--- src/inc/fsc_regs.vh ---
`ifndef FSC_REGS_VH
`define FSC_REGS_VH

// Register indices; byte address is four times the index
`define FSC_IDX_MBO_START 16'h0800
`define FSC_IDX_MBO_LEN 16'h0802
`define FSC_IDX_MBO_CTRL 16'h0804
`define FSC_IDX_MBI_START 16'h0808
`define FSC_IDX_MBI_LEN 16'h080A
`define FSC_IDX_MBI_CTRL 16'h080C
`define FSC_IDX_PD2_START 16'h0810
`define FSC_IDX_PD2_LEN 16'h0812
`define FSC_IDX_PD3_START 16'h0818
`define FSC_IDX_PD3_LEN 16'h081A
`define FSC_IDX_CLK_ACT 16'h0981
`define FSC_IDX_REQ 16'h0F00
`define FSC_IDX_STATE 16'h0F01
`define FSC_IDX_CODE 16'h0F02
`define FSC_IDX_ALARM 16'h0F03
`define FSC_IDX_MASK 16'h0F04
`define FSC_IDX_WDOG 16'h0F05
`define FSC_IDX_SYNC_OUT 16'h1C32
`define FSC_IDX_SYNC_IN 16'h1C33

// Slave states
`define FSC_ST_INIT 4'h1
`define FSC_ST_PREOP 4'h2
`define FSC_ST_BOOT 4'h3
`define FSC_ST_SAFEOP 4'h4
`define FSC_ST_OP 4'h8

// Status codes
`define FSC_CODE_NONE 16'h0000
`define FSC_CODE_MBOX 16'h0016
`define FSC_CODE_WDOG 16'h001F
`define FSC_CODE_CLK 16'h0030
`define FSC_CODE_EVENT 16'h0028

// Alarm bit positions
`define FSC_ALM_MBOX 1
`define FSC_ALM_WDOG 4
`define FSC_ALM_CLK 5
`define FSC_ALM_EVENT 6

// Check limits and codes
`define FSC_MBX_MIN_LEN 16'h0020
`define FSC_MBX_RAM_BASE 16'h1000
`define FSC_MBO_CTRL_CODE 4'h6
`define FSC_MBI_CTRL_CODE 4'h2
`define FSC_CLK_ACT_OFF 3'h0
`define FSC_CLK_ACT_SYNC0 3'h3
`define FSC_SYNC_FREE 8'h00
`define FSC_SYNC_OUT_SM2 8'h01
`define FSC_SYNC_CLK 8'h02
`define FSC_SYNC_IN_SM2 8'h22

// Timing
`define FSC_CLK_HZ 20000000
`define FSC_BLINK_HALF_MS 200

`endif

--- src/core/fsc_checker.v ---
`include "fsc_regs.vh"
`default_nettype none

module fsc_checker (
  input wire [15:0] mbo_start,
  input wire [15:0] mbo_len,
  input wire [7:0] mbo_ctrl,
  input wire [15:0] mbi_start,
  input wire [15:0] mbi_len,
  input wire [7:0] mbi_ctrl,
  input wire [15:0] pd2_start,
  input wire [15:0] pd2_len,
  input wire [15:0] pd3_start,
  input wire [15:0] pd3_len,
  input wire [7:0] clk_act,
  input wire [7:0] sync_out,
  input wire [7:0] sync_in,
  input wire [15:0] wdog_time,
  output wire mbox_err,
  output wire wdog_err,
  output wire clk_err,
  output wire event_err
);

  // Two buffer ranges share at least one byte; empty ranges never clash
  function overlap;
    input [15:0] s1;
    input [15:0] l1;
    input [15:0] s2;
    input [15:0] l2;
    begin
      overlap = (l1 != 16'h0000) && (l2 != 16'h0000) &&
        ({1'b0, s1} < ({1'b0, s2} + {1'b0, l2})) &&
        ({1'b0, s2} < ({1'b0, s1} + {1'b0, l1}));
    end
  endfunction

  // Start must sit in buffer RAM and the range must not wrap past the top
  function bad_start;
    input [15:0] s;
    input [15:0] l;
    begin
      bad_start = (s < `FSC_MBX_RAM_BASE) ||
        (({1'b0, s} + {1'b0, l}) > 17'h10000);
    end
  endfunction

  wire start_bad;
  wire overlap_bad;
  wire odd_bad;
  wire len_bad;
  wire ctrl_bad;
  wire out_sm2;
  wire in_sm2;
  wire out_ok;
  wire in_ok;

  assign start_bad = bad_start(mbo_start, mbo_len) | bad_start(mbi_start, mbi_len);
  assign overlap_bad = overlap(mbo_start, mbo_len, mbi_start, mbi_len) |
    overlap(mbo_start, mbo_len, pd2_start, pd2_len) |
    overlap(mbo_start, mbo_len, pd3_start, pd3_len) |
    overlap(mbi_start, mbi_len, pd2_start, pd2_len) |
    overlap(mbi_start, mbi_len, pd3_start, pd3_len);
  assign odd_bad = mbo_start[0] | mbi_start[0];
  assign len_bad = (mbo_len < `FSC_MBX_MIN_LEN) |
    (mbi_len < `FSC_MBX_MIN_LEN);
  assign ctrl_bad = (mbo_ctrl[3:0] != `FSC_MBO_CTRL_CODE) |
    (mbi_ctrl[3:0] != `FSC_MBI_CTRL_CODE);
  assign mbox_err = start_bad | overlap_bad | odd_bad | len_bad | ctrl_bad;

  // A zero timeout would leave the process-data watchdog unable to fire
  assign wdog_err = (wdog_time == 16'h0000);

  assign clk_err = (clk_act[2:0] != `FSC_CLK_ACT_OFF) &&
    (clk_act[2:0] != `FSC_CLK_ACT_SYNC0);

  // Sync-mode objects
  assign out_sm2 = (sync_out == `FSC_SYNC_OUT_SM2);
  assign in_sm2 = (sync_in == `FSC_SYNC_IN_SM2);
  assign out_ok = (sync_out == `FSC_SYNC_FREE) || out_sm2 ||
    (sync_out == `FSC_SYNC_CLK);
  assign in_ok = (sync_in == `FSC_SYNC_FREE) || in_sm2 ||
    (sync_in == `FSC_SYNC_CLK);
  assign event_err = ~out_ok | ~in_ok |
    ((clk_act[2:0] == `FSC_CLK_ACT_OFF) && (out_sm2 != in_sm2));

endmodule // fsc_checker

`default_nettype wire

--- src/core/fsc_top.v ---
`include "fsc_regs.vh"
`default_nettype none

module fsc_top #(
  parameter integer BLINK_HALF_CYCLES = `FSC_BLINK_HALF_MS * (`FSC_CLK_HZ / 1000)
) (
  input wire CLK,
  input wire SYS_RST,
  input wire PSEL,
  input wire PENABLE,
  input wire PWRITE,
  input wire [15:0] PADDR,
  input wire [31:0] PWDATA,
  output reg [31:0] PRDATA,
  output reg PREADY,
  output reg PSLVERR,
  output reg [3:0] STATE,
  output reg [15:0] AL_CODE,
  output reg IRQ,
  output reg ERR_LED
);

  ////////////////////////////////////////////////////////////////////////////
  // Address decode

  function [15:0] adr;
    input [15:0] idx;
    begin
      adr = {idx[13:0], 2'b00};
    end
  endfunction

  // True for any up, down or sideways step the slave may take; Init is always legal
  function legal;
    input [3:0] cur;
    input [3:0] req;
    begin
      case (cur)
        `FSC_ST_INIT: legal = (req == `FSC_ST_PREOP) || (req == `FSC_ST_BOOT);
        `FSC_ST_PREOP: legal = (req == `FSC_ST_SAFEOP) || (req == `FSC_ST_PREOP);
        `FSC_ST_SAFEOP: legal = (req == `FSC_ST_PREOP) || (req == `FSC_ST_SAFEOP) ||
          (req == `FSC_ST_OP);
        `FSC_ST_OP: legal = (req == `FSC_ST_PREOP) || (req == `FSC_ST_SAFEOP) ||
          (req == `FSC_ST_OP);
        `FSC_ST_BOOT: legal = (req == `FSC_ST_BOOT);
        default: legal = 1'b0;
      endcase
      if (req == `FSC_ST_INIT) begin
        legal = 1'b1;
      end
    end
  endfunction

  ////////////////////////////////////////////////////////////////////////////
  // Configuration registers

  reg [15:0] mbo_start_reg;
  reg [15:0] mbo_len_reg;
  reg [7:0] mbo_ctrl_reg;
  reg [15:0] mbi_start_reg;
  reg [15:0] mbi_len_reg;
  reg [7:0] mbi_ctrl_reg;
  reg [15:0] pd2_start_reg;
  reg [15:0] pd2_len_reg;
  reg [15:0] pd3_start_reg;
  reg [15:0] pd3_len_reg;
  reg [7:0] clk_act_reg;
  reg [7:0] sync_out_reg;
  reg [7:0] sync_in_reg;
  reg [15:0] wdog_reg;
  reg [3:0] req_reg;
  reg [7:0] mask_reg;
  reg [7:0] alarm_reg;
  reg [7:0] alarm_next;
  reg [3:0] state_next;
  reg [15:0] code_next;
  reg [31:0] rdata_next;
  reg hit_next;
  reg [31:0] blink_cnt_reg;
  reg blink_tick;

  wire setup_phase;
  wire access_done;
  wire wr_en;
  wire rd_done;
  wire req_wr;
  wire mbox_err;
  wire wdog_err;
  wire clk_err;
  wire event_err;

  // APB phases; the slave answers in the first access cycle
  assign setup_phase = PSEL & ~PENABLE;
  assign access_done = PSEL & PENABLE & PREADY;
  assign wr_en = access_done & PWRITE & ~PSLVERR;
  assign rd_done = access_done & ~PWRITE & ~PSLVERR;
  assign req_wr = wr_en & (PADDR == adr(`FSC_IDX_REQ));

  fsc_checker u_checker (
    .mbo_start(mbo_start_reg),
    .mbo_len(mbo_len_reg),
    .mbo_ctrl(mbo_ctrl_reg),
    .mbi_start(mbi_start_reg),
    .mbi_len(mbi_len_reg),
    .mbi_ctrl(mbi_ctrl_reg),
    .pd2_start(pd2_start_reg),
    .pd2_len(pd2_len_reg),
    .pd3_start(pd3_start_reg),
    .pd3_len(pd3_len_reg),
    .clk_act(clk_act_reg),
    .sync_out(sync_out_reg),
    .sync_in(sync_in_reg),
    .wdog_time(wdog_reg),
    .mbox_err(mbox_err),
    .wdog_err(wdog_err),
    .clk_err(clk_err),
    .event_err(event_err)
  );

  // Software writes; fsc_checker flags sync objects that disagree on SM2 while the clock is off
  always @(posedge CLK or posedge SYS_RST) begin
    if (SYS_RST) begin
      mbo_start_reg <= 16'h0000;
      mbo_len_reg <= 16'h0000;
      mbo_ctrl_reg <= 8'h00;
      mbi_start_reg <= 16'h0000;
      mbi_len_reg <= 16'h0000;
      mbi_ctrl_reg <= 8'h00;
      pd2_start_reg <= 16'h0000;
      pd2_len_reg <= 16'h0000;
      pd3_start_reg <= 16'h0000;
      pd3_len_reg <= 16'h0000;
      clk_act_reg <= 8'h00;
      sync_out_reg <= 8'h00;
      sync_in_reg <= 8'h00;
      wdog_reg <= 16'h0000;
      req_reg <= `FSC_ST_INIT;
      mask_reg <= 8'h00;
    end else if (wr_en) begin
      case (PADDR)
        adr(`FSC_IDX_MBO_START): mbo_start_reg <= PWDATA[15:0];
        adr(`FSC_IDX_MBO_LEN): mbo_len_reg <= PWDATA[15:0];
        adr(`FSC_IDX_MBO_CTRL): mbo_ctrl_reg <= PWDATA[7:0];
        adr(`FSC_IDX_MBI_START): mbi_start_reg <= PWDATA[15:0];
        adr(`FSC_IDX_MBI_LEN): mbi_len_reg <= PWDATA[15:0];
        adr(`FSC_IDX_MBI_CTRL): mbi_ctrl_reg <= PWDATA[7:0];
        adr(`FSC_IDX_PD2_START): pd2_start_reg <= PWDATA[15:0];
        adr(`FSC_IDX_PD2_LEN): pd2_len_reg <= PWDATA[15:0];
        adr(`FSC_IDX_PD3_START): pd3_start_reg <= PWDATA[15:0];
        adr(`FSC_IDX_PD3_LEN): pd3_len_reg <= PWDATA[15:0];
        adr(`FSC_IDX_CLK_ACT): clk_act_reg <= PWDATA[7:0];
        adr(`FSC_IDX_SYNC_OUT): sync_out_reg <= PWDATA[7:0];
        adr(`FSC_IDX_SYNC_IN): sync_in_reg <= PWDATA[7:0];
        adr(`FSC_IDX_WDOG): wdog_reg <= PWDATA[15:0];
        adr(`FSC_IDX_REQ): req_reg <= PWDATA[3:0];
        adr(`FSC_IDX_MASK): mask_reg <= PWDATA[7:0];
        default: mask_reg <= mask_reg;
      endcase
    end
  end

  ////////////////////////////////////////////////////////////////////////////
  // Slave state machine and checks

  // Request checks the mailbox first, the rest only on PreOP to SafeOP; mailbox also watched while up
  always @* begin
    state_next = STATE;
    code_next = AL_CODE;
    alarm_next = 8'h00;
    if (req_wr) begin
      if (!legal(STATE, PWDATA[3:0])) begin
        // Illegal step is ignored
        state_next = STATE;
      end else if (PWDATA[3:0] == `FSC_ST_INIT) begin
        state_next = `FSC_ST_INIT;
        code_next = `FSC_CODE_NONE;
      end else if (mbox_err) begin
        state_next = `FSC_ST_INIT;
        code_next = `FSC_CODE_MBOX;
        alarm_next[`FSC_ALM_MBOX] = 1'b1;
      end else if ((STATE == `FSC_ST_PREOP) && (PWDATA[3:0] == `FSC_ST_SAFEOP) &&
          (wdog_err | clk_err | event_err)) begin
        // Transition refused; every failing check latches its alarm
        state_next = `FSC_ST_PREOP;
        alarm_next[`FSC_ALM_WDOG] = wdog_err;
        alarm_next[`FSC_ALM_CLK] = clk_err;
        alarm_next[`FSC_ALM_EVENT] = event_err;
        if (wdog_err) begin
          code_next = `FSC_CODE_WDOG;
        end else if (clk_err) begin
          code_next = `FSC_CODE_CLK;
        end else begin
          code_next = `FSC_CODE_EVENT;
        end
      end else begin
        state_next = PWDATA[3:0];
        code_next = `FSC_CODE_NONE;
      end
    end else if ((STATE != `FSC_ST_INIT) && mbox_err) begin
      // Reconfiguring a live mailbox drops the slave at once
      state_next = `FSC_ST_INIT;
      code_next = `FSC_CODE_MBOX;
      alarm_next[`FSC_ALM_MBOX] = 1'b1;
    end
  end

  always @(posedge CLK or posedge SYS_RST) begin
    if (SYS_RST) begin
      STATE <= `FSC_ST_INIT;
      AL_CODE <= `FSC_CODE_NONE;
    end else begin
      STATE <= state_next;
      AL_CODE <= code_next;
    end
  end

  ////////////////////////////////////////////////////////////////////////////
  // Alarm status, interrupt

  // Read clears only the bits returned; a new alarm wins over the clear
  always @(posedge CLK or posedge SYS_RST) begin
    if (SYS_RST) begin
      alarm_reg <= 8'h00;
    end else if (rd_done && (PADDR == adr(`FSC_IDX_ALARM))) begin
      alarm_reg <= (alarm_reg & ~PRDATA[7:0]) | alarm_next;
    end else begin
      alarm_reg <= alarm_reg | alarm_next;
    end
  end

  // Interrupt follows the status register it is derived from
  always @(posedge CLK or posedge SYS_RST) begin
    if (SYS_RST) begin
      IRQ <= 1'b0;
    end else if (rd_done && (PADDR == adr(`FSC_IDX_ALARM))) begin
      IRQ <= |(((alarm_reg & ~PRDATA[7:0]) | alarm_next) & mask_reg);
    end else if (wr_en && (PADDR == adr(`FSC_IDX_MASK))) begin
      IRQ <= |((alarm_reg | alarm_next) & PWDATA[7:0]);
    end else begin
      IRQ <= |((alarm_reg | alarm_next) & mask_reg);
    end
  end

  ////////////////////////////////////////////////////////////////////////////
  // Error indicator

  // Half-period divider; kept free running so the blink phase is steady
  always @(posedge CLK or posedge SYS_RST) begin
    if (SYS_RST) begin
      blink_cnt_reg <= 32'h00000000;
      blink_tick <= 1'b0;
    end else if (blink_cnt_reg >= BLINK_HALF_CYCLES - 1) begin
      blink_cnt_reg <= 32'h00000000;
      blink_tick <= 1'b1;
    end else begin
      blink_cnt_reg <= blink_cnt_reg + 32'h00000001;
      blink_tick <= 1'b0;
    end
  end

  // Blinks while any alarm is latched, dark once all are cleared
  always @(posedge CLK or posedge SYS_RST) begin
    if (SYS_RST) begin
      ERR_LED <= 1'b0;
    end else if (alarm_reg == 8'h00) begin
      ERR_LED <= 1'b0;
    end else if (blink_tick) begin
      ERR_LED <= ~ERR_LED;
    end
  end

  ////////////////////////////////////////////////////////////////////////////
  // APB read path

  // Read data is sampled in setup so PRDATA is a plain flop
  always @* begin
    rdata_next = 32'h00000000;
    hit_next = 1'b1;
    case (PADDR)
      adr(`FSC_IDX_MBO_START): rdata_next[15:0] = mbo_start_reg;
      adr(`FSC_IDX_MBO_LEN): rdata_next[15:0] = mbo_len_reg;
      adr(`FSC_IDX_MBO_CTRL): rdata_next[7:0] = mbo_ctrl_reg;
      adr(`FSC_IDX_MBI_START): rdata_next[15:0] = mbi_start_reg;
      adr(`FSC_IDX_MBI_LEN): rdata_next[15:0] = mbi_len_reg;
      adr(`FSC_IDX_MBI_CTRL): rdata_next[7:0] = mbi_ctrl_reg;
      adr(`FSC_IDX_PD2_START): rdata_next[15:0] = pd2_start_reg;
      adr(`FSC_IDX_PD2_LEN): rdata_next[15:0] = pd2_len_reg;
      adr(`FSC_IDX_PD3_START): rdata_next[15:0] = pd3_start_reg;
      adr(`FSC_IDX_PD3_LEN): rdata_next[15:0] = pd3_len_reg;
      adr(`FSC_IDX_CLK_ACT): rdata_next[7:0] = clk_act_reg;
      adr(`FSC_IDX_SYNC_OUT): rdata_next[7:0] = sync_out_reg;
      adr(`FSC_IDX_SYNC_IN): rdata_next[7:0] = sync_in_reg;
      adr(`FSC_IDX_WDOG): rdata_next[15:0] = wdog_reg;
      adr(`FSC_IDX_REQ): rdata_next[3:0] = req_reg;
      adr(`FSC_IDX_STATE): rdata_next[3:0] = STATE;
      adr(`FSC_IDX_CODE): rdata_next[15:0] = AL_CODE;
      adr(`FSC_IDX_ALARM): rdata_next[7:0] = alarm_reg;
      adr(`FSC_IDX_MASK): rdata_next[7:0] = mask_reg;
      default: hit_next = 1'b0;
    endcase
  end

  // Zero wait states: ready in the first access cycle only
  always @(posedge CLK or posedge SYS_RST) begin
    if (SYS_RST) begin
      PREADY <= 1'b0;
      PSLVERR <= 1'b0;
      PRDATA <= 32'h00000000;
    end else if (setup_phase) begin
      PREADY <= 1'b1;
      PSLVERR <= ~hit_next;
      PRDATA <= PWRITE ? 32'h00000000 : rdata_next;
    end else if (access_done) begin
      PREADY <= 1'b0;
      PSLVERR <= 1'b0;
    end
  end

endmodule // fsc_top

`default_nettype wire

--- config.mk ---
export PLATFORM = sky130hd
export DESIGN_NAME = fsc_top
export DESIGN_NICKNAME = d
export VERILOG_FILES = /design/src/core/fsc_checker.v /design/src/core/fsc_top.v
export VERILOG_INCLUDE_DIRS = /design/src /design/src/inc
export SDC_FILE = /design/constraint.sdc
export NUM_CORES = 1
export LEC_CHECK = 0
export BUFFER_PORTS_ARGS = -buffer_cell sky130_fd_sc_hd__buf_2
export CORE_UTILIZATION = 46
export CTS_CLUSTER_DIAMETER = 100
export DETAILED_ROUTE_END_ITERATION = 16
export PLACE_DENSITY = 0.69
export REMOVE_ABC_BUFFERS = 1
export SYNTH_ARGS = -nofsm -noshare
export SYNTH_HDL_FRONTEND = slang
export SYNTH_SLANG_ARGS = --single-unit
--- constraint.sdc ---
create_clock -name CLK -period 9.95 [get_ports CLK]
set_input_delay 1.4925 -clock CLK [delete_from_list [all_inputs] [get_ports CLK]]
set_output_delay 1.4925 -clock CLK [all_outputs]
set_load 0.01 [all_outputs]
# Yosys cells after proc, flatten, opt, wreduce, memory -nomap -nowiden
# Cells that the tools add are included.
[op_classes]
n_addsub = 5
order_cmp = 17
n_eq_ne = 39
mux = 42
n_bitwise = 38
n_reduce_logical = 66
[ops]
columns = ["op", "n"]
rows = [
  ["$eq 16x14->1 const B", 17],
  ["$lt 16x17->1", 10],
  ["$mux 16", 7],
  ["$pmux 8 s10", 1],
  ["$pmux 4 s19", 1],
  ["$add 16x16->17", 4],
  ["$pmux 4 s17", 1],
  ["$reduce_bool 16->1", 4],
  ["$gt 17x17->1 const B", 2],
  ["$reduce_and 2->1", 17],
  ["$add 32x1->32 const B", 1],
  ["$and 8x8->8", 4],
  ["$eq 16x15->1 const B", 2],
  ["$ge 32x22->1 const B", 1],
  ["$lt 16x13->1 const B", 2],
  ["$lt 16x6->1 const B", 2],
  ["$mux 32", 1],
  ["$logic_not 8->1", 3],
  ["$mux 4", 6],
  ["$reduce_or 8->1", 3],
  ["$logic_and 1x1->1", 22],
  ["$reduce_or 19->1", 1],
  ["$eq 4x2->1 const B", 4],
  ["$eq 8x2->1 const B", 2],
  ["28 further kinds", 89],
]
[word_totals]
register_bits = 293
wordCells = 233

# Logic depth before layout (Yosys ltp)
[depth]
word_depth = 21
depth_mapped = 24
ltp_nobuf = 23

# By module
# A second synthesis with hierarchy kept.
[hier_totals]
cells_unflattened = 1818
area_unflattened_um2 = 18706.7
[modules_own_cells]
columns = ["mod", "instances", "cells_each", "area_each_um2", "seq_area_each_um2"]
rows = [
  ["fsc_top", 1, 1016, 12371.9, 6658.9],
  ["fsc_checker", 1, 802, 6334.8, 0.0],
]

# Worst setup path after synthesis
# Ideal clock, no wire load.
[synth_timing]
kind = "reg-to-reg"
from = "register pd2_start_reg[0]"
to = "register IRQ"
arrival_time_ns = 4.453
required_time_ns = 9.868
path_slack_ns = 5.415
stages_incl_launch_ff = 22
n_path_buf = 1
period_less_slack_ns = 4.535
cell_sequence = "dfrtp_1 -> ha_1 -> fa_1 -> a211oi_1 -> o211ai_1 -> a211oi_1 -> o21bai_1 -> a21oi_1 -> o21bai_1 -> a21oi_1 -> xor2_1 -> ha_1 -> and4_1 -> and3_1 -> a22oi_1 -> a221oi_1 -> o21ai_0 -> a22oi_1 -> nand3_1 -> buf_2 -> or3_1 -> a31oi_1"
[synth_between]
elab_chain_len = 21
[synth_rtl]
columns = ["element", "line_no", "source"]
rows = [
  ["start: declaration", "fsc_top.v:63", "reg [15:0] pd2_start_reg;"],
  ["start signal: assignment", "fsc_top.v:147", "adr(`FSC_IDX_PD2_START): pd2_start_reg <= PWDATA[15:0];"],
  ["$add 16x16->17", "fsc_checker.v:33", "({1'b0, s1} < ({1'b0, s2} + {1'b0, l2})) &&"],
  ["$lt 16x17->1", "fsc_checker.v:33", ""],
  ["$logic_and 1x1->1", "fsc_checker.v:32", "overlap = (l1 != 16'h0000) && (l2 != 16'h0000) &&"],
  ["$logic_and 1x1->1", "fsc_checker.v:33", ""],
  ["$or 1x1->1", "fsc_checker.v:59", "assign overlap_bad = overlap(mbo_start, mbo_len, mbi_start, mbi_len) |"],
  ["$or 1x1->1", "fsc_checker.v:60", "overlap(mbo_start, mbo_len, pd2_start, pd2_len) |"],
  ["$or 1x1->1 (*)", "fsc_checker.v:61", "overlap(mbo_start, mbo_len, pd3_start, pd3_len) |"],
  ["$or 1x1->1 (*)", "fsc_checker.v:62", "overlap(mbi_start, mbi_len, pd2_start, pd2_len) |"],
  ["[... 5 more ...]", "-", ""],
  ["$mux 1 or $mux 3 (tied branches)", "fsc_top.v:174", "end else if (PWDATA[3:0] == `FSC_ST_INIT) begin"],
  ["$mux 1 or $mux 3 (tied branches)", "fsc_top.v:171", "if (!legal(STATE, PWDATA[3:0])) begin"],
  ["$mux 1 or $mux 3 (tied branches)", "fsc_top.v:170", "if (req_wr) begin"],
  ["$or 8x7->8", "fsc_top.v:238, fsc_top.v:240", ""],
  ["$and 8x8->8 (on tied branches)", "fsc_top.v:240, fsc_top.v:238", ""],
  ["$reduce_or 8->1 (on tied branches)", "fsc_top.v:240, fsc_top.v:238", ""],
  ["$mux 1", "fsc_top.v:237", "end else if (wr_en && (PADDR == adr(`FSC_IDX_MASK))) begin"],
  ["$mux 1 (*)", "fsc_top.v:235", "end else if (rd_done && (PADDR == adr(`FSC_IDX_ALARM))) begin"],
  ["end signal: assignment", "fsc_top.v:236", "IRQ <= |(((alarm_reg & ~PRDATA[7:0]) | alarm_next) & mask_reg);"],
  ["end signal: assignment", "fsc_top.v:238", "IRQ <= |((alarm_reg | alarm_next) & PWDATA[7:0]);"],
  ["end signal: assignment", "fsc_top.v:240", "IRQ <= |((alarm_reg | alarm_next) & mask_reg);"],
  ["end: declaration", "fsc_top.v:19", "output reg IRQ,"],
]
# Every way passes the cells marked *; elsewhere a longest branch is shown, timed or not.
# A chain may end at the register's enable or synchronous reset.

# Worst setup path in the final report
[layout_timing]
from = "register mbo_start_reg[7]"
to = "register STATE[0]"
[layout_between]
elab_chain_len = 15
[layout_rtl]
columns = ["element", "line_no", "source"]
rows = [
  ["start: declaration", "fsc_top.v:57", "reg [15:0] mbo_start_reg;"],
  ["start signal: assignment", "fsc_top.v:141", "adr(`FSC_IDX_MBO_START): mbo_start_reg <= PWDATA[15:0];"],
  ["$add 16x16->17 or $lt 16x17->1 (tied branches)", "fsc_checker.v:34, fsc_checker.v:44, fsc_checker.v:33", ""],
  ["$lt 16x17->1 or $logic_and 1x1->1 (tied branches)", "fsc_checker.v:34, fsc_checker.v:32", ""],
  ["$logic_and 1x1->1", "fsc_checker.v:33", ""],
  ["$or 1x1->1", "fsc_checker.v:59", ""],
  ["$or 1x1->1", "fsc_checker.v:60", ""],
  ["$or 1x1->1", "fsc_checker.v:61", ""],
  ["$or 1x1->1", "fsc_checker.v:62", ""],
  ["$or 1x1->1 (*) (4 in a row)", "fsc_checker.v:69", "assign mbox_err = start_bad | overlap_bad | odd_bad | len_bad | ctrl_bad;"],
  ["$mux 4", "fsc_top.v:177", "end else if (mbox_err) begin"],
  ["$mux 4", "fsc_top.v:174", ""],
  ["$mux 4", "fsc_top.v:171", ""],
  ["$mux 4", "fsc_top.v:170", ""],
  ["end signal: assignment", "fsc_top.v:209", "STATE <= `FSC_ST_INIT;"],
  ["end signal: assignment", "fsc_top.v:212", "STATE <= state_next;"],
  ["end: declaration", "fsc_top.v:17", "output reg [3:0] STATE,"],
]
# Every way passes the cells marked *; elsewhere a longest branch is shown, timed or not. The select of a mux whose other input is x is not followed.

==> results.toml <==
[grt]
grt_pass1_vias = 15042
grt_pass1_wl_um = 94300
grt_overflow = 0
grt_usage_pct = 30.3
grt_max_degree = 144
antenna_found_initial = 1

[clocking]
h-tree-depth = 1
postCtsHoldBufs = 0
clock-sinks = 266
cts_setup_buffers = 0
clk_latency_ns = 0.59
clockBufferDepth = 3
root_buffer = "clkbuf_16"
path_clk_slew_ns = 0.06
numCtsBuffers = 29
cts_resized = 0
cts_tree = "done"

[route]
wl_per_cell_um = 25.4
via_count = 15600
via_per_inst = 6.47
drc = 0
first_pass_iters = 7
drt_iter0_markers = 1581
totalWireLength_um = 61300
drtAntennaViolNets = 0

[timing]
hold_slack_ns = 0.479
clock.fmax_mhz = 164
hold_viol = 0
tightest_slew_ns = 1.28
rsz0062_at_grt = "false"
final.setup_skew_ns = 0.0101
fin_crit_sh_pct = 61.4
tns_ns = 0
slew_headroom_pct = 13.4
setup_viol = 0
worst_slack_ns = 3.84
drv_slew = 0
fin_crit_ns = 6.11

[setup_path]
crit_buf_inv = 0
critical_path_class = "flop to flop"
r2r_start = "mbo_start_reg[7]$_DFFE_PP0P_"
crit_path_top_delay_cell = "a2111oi_0"
cp-end-kind = "flop"
reg2reg_to = "STATE[0]$_DFFE_PP1P_"
crit_fanout = 11
cp_cell_sequence = "ha_1, a2111oi_0, o21ai_0, nand3_1, a31oi_1, xnor2_1, ha_1, nand3_1, or2_2, o221ai_1, a21oi_1, a2111oi_2, nand4b_1, a221oi_2, nand3_1, and2_1, o32a_1"
max_stage_delay_ns = 0.65
worstPathRequired_ns = 10.45
crit_arrival_ns = 6.62
crit_top_cell = "nand3_1"
cp_top_family = "compound AO/OA/AOI/OAI gates"
r2r_slack_ns = 3.84
cp-start-kind = "flop"
reg2reg_depth = 17

[floorplanning]
row_count = 72
coreArea_um2 = 39000
die_y_um = 202
ios = 109
start_util_pct = 47.0
die_w_um = 202
dieArea_um2 = 40700

[final_layout]
diodes = 0
largest_reg_flops = 32
final_cells = 2410
fill_cells = 3491
drive_above_1_share_pct = 18.9
area_growth_pct = 11.1
final_nets = 2131

[yosys]
avgSynthCellArea_um2 = 10.3
synth.top_cells.by_area = "dfrtp_1 (36%), ha_1 (14%), mux2_2 (12%), a21oi_1 (2.4%), nand2_1 (2.3%)"
yosysTopAreaCell = "dfrtp_1"
synth.distinct_cells = 81
synth-warning-count = 0
ys.flop_type = "dfrtp_1"
ys_ff_latch = 266
synth_area_um2 = 18300
seq_area_frac_synth_pct = 36.3
synth_top_area_share_pct = 36.0
synthArstFlopShare_pct = 100
synth-edff-count = 0
netlist_instances = 1789

[place]
dp_slack_ns = 4.00
io_buffers = 66
gp_congestion = 0.955
place_inst = 2356
dp_hpwl_um = 45000

[status]
status = "finished clean"

[hold_path]
hp-class = "flop to flop"
hold_depth = 2
hold_start = "PRDATA[10]$_DFFE_PP0P_"
min_to = "PRDATA[10]$_DFFE_PP0P_"

[power_and_ir_drop]
vdd_drop_max_v = 0.000132
power_density_nw_per_um2 = 116
leakagePower_nw = 9.70

[run]
drv_cap = 0
## cell type report
type | count | area, um2 | share of cell area (%)
clock buffer | 37 | 806 | 3.95
clock inverter | 17 | 274 | 1.34
timing repair buffer | 85 | 485 | 2.38
multi-input combinational | 1447 | 11400 | 55.7
tap | 518 | 648 | 3.18
inverter | 40 | 158 | 0.773
sequential | 266 | 6660 | 32.7
## through the flow
| step | utilization [%] | area (um2) | total power, W |
|---|---|---|---|
| 3_3_place_gp | 49.5 | 19300 | 0.00117 |
| 3_5_place_dp | 49.5 | 19300 | 0.00117 |
| 6_report | 52.3 | 20400 | 0.00237 |
| 5_1_grt | 52.3 | 20400 | 0.00243 |
| 2_1_floorplan | - | 18100 | 0.00114 |
| 4_1_cts | 52.3 | 20400 | 0.00238 |
## worst max-delay path by stage
| stage | depth (start not counted) | start | end | slack (ns) |
|---|---|---|---|---|
| 2_1_floorplan | 1 | SYS_RST | AL_CODE[0]$_DFFE_PP0P_ | 1.14 |
| 3_3_place_gp | 20 | pd3_start_reg[1]$_DFFE_PP0P_ | IRQ$_DFF_PP0_ | 4.04 |
| 3_5_place_dp | 17 | mbo_start_reg[7]$_DFFE_PP0P_ | STATE[0]$_DFFE_PP1P_ | 4.00 |
| 4_1_cts | 17 | mbo_start_reg[7]$_DFFE_PP0P_ | STATE[0]$_DFFE_PP1P_ | 3.93 |
| 5_1_grt | 20 | pd3_start_reg[1]$_DFFE_PP0P_ | IRQ$_DFF_PP0_ | 3.55 |
| 6_report | 17 | mbo_start_reg[7]$_DFFE_PP0P_ | STATE[0]$_DFFE_PP1P_ | 3.84 |
## cells in the final DEF (no fill, tap or decap), drive strengths merged, types with 36 or more instances in the layout
master | synthesis | routed
dfrtp | 264 | 264
ha | 205 | 205
mux2 | 193 | 193
nand2 | 113 | 113
nor2 | 107 | 107
a21oi | 88 | 88
buf | 31 | 85
o21ai | 77 | 77
nand3 | 52 | 52
a22oi | 48 | 48
a21o | 45 | 45
inv | 40 | 42
clkbuf | 40 | 37
xor2 | 36 | 36
conb | 1 | 36
## kinds of logic (layout without fill, tap and decap cells)
kind of cell	count (synthesis)	after routing	synth area share, %
AO/OA/AOI/OAI	461	461	17.8
XOR/XNOR	70	70	3.34
adder cells (fa/ha/maj)	211	211	14.5
buffers and inverters	111	179	2.88
flip-flops	266	266	36.3
multiplexers	198	198	12.1
other	1	36	0.0204
AND/OR/NAND/NOR	471	471	13.0
## per-layer routing
layer | wire [um] | vias up | global-route usage (%)
li1 | - | 6999 | -
met1 | 26300 | 7702 | 42.0
met2 | 27700 | 721 | 47.9
met3 | 4480 | 178 | 3.63
met4 | 2840 | 0 | 12.3
met5 | 0 | - | 0
## worst min-delay path: stages (launching register included)
cell and delay (ns):
dfrtp_1 0.34, nand2_1 0.04, o21ai_0 0.06
## power by group
group | total, W | switching, W | internal (W)
Combinational | 0.0000674 | 0.0000562 | 0.0000112
Clock | 0.00121 | 0.000481 | 0.000734
Sequential | 0.00109 | 0.00000129 | 0.00108
## synth_stat cells, types with 5 or more instances
master,count
a2111oi_0,10
a211oi_1,13
a21boi_0,6
a21o_1,45
a21oi_1,88
a221oi_1,21
a222oi_1,29
a22o_1,16
a22oi_1,48
a31oi_1,15
and2_1,8
and3_1,18
and4_1,12
buf_4,27
clkbuf_1,40
dfrtp_1,264
ha_1,205
inv_1,40
mux2_2,193
mux2i_1,5
nand2_1,113
nand2b_1,21
nand3_1,52
nand4_1,27
nor2_1,107
nor2b_1,17
nor3_1,30
nor4_1,30
o2111ai_1,6
o211ai_1,10
o21a_1,9
o21ai_0,76
o21bai_1,14
o31ai_1,9
o41ai_1,5
or3_1,10
or4_1,8
xnor2_1,34
xor2_1,36
Power figures use the tool's default switching activity.
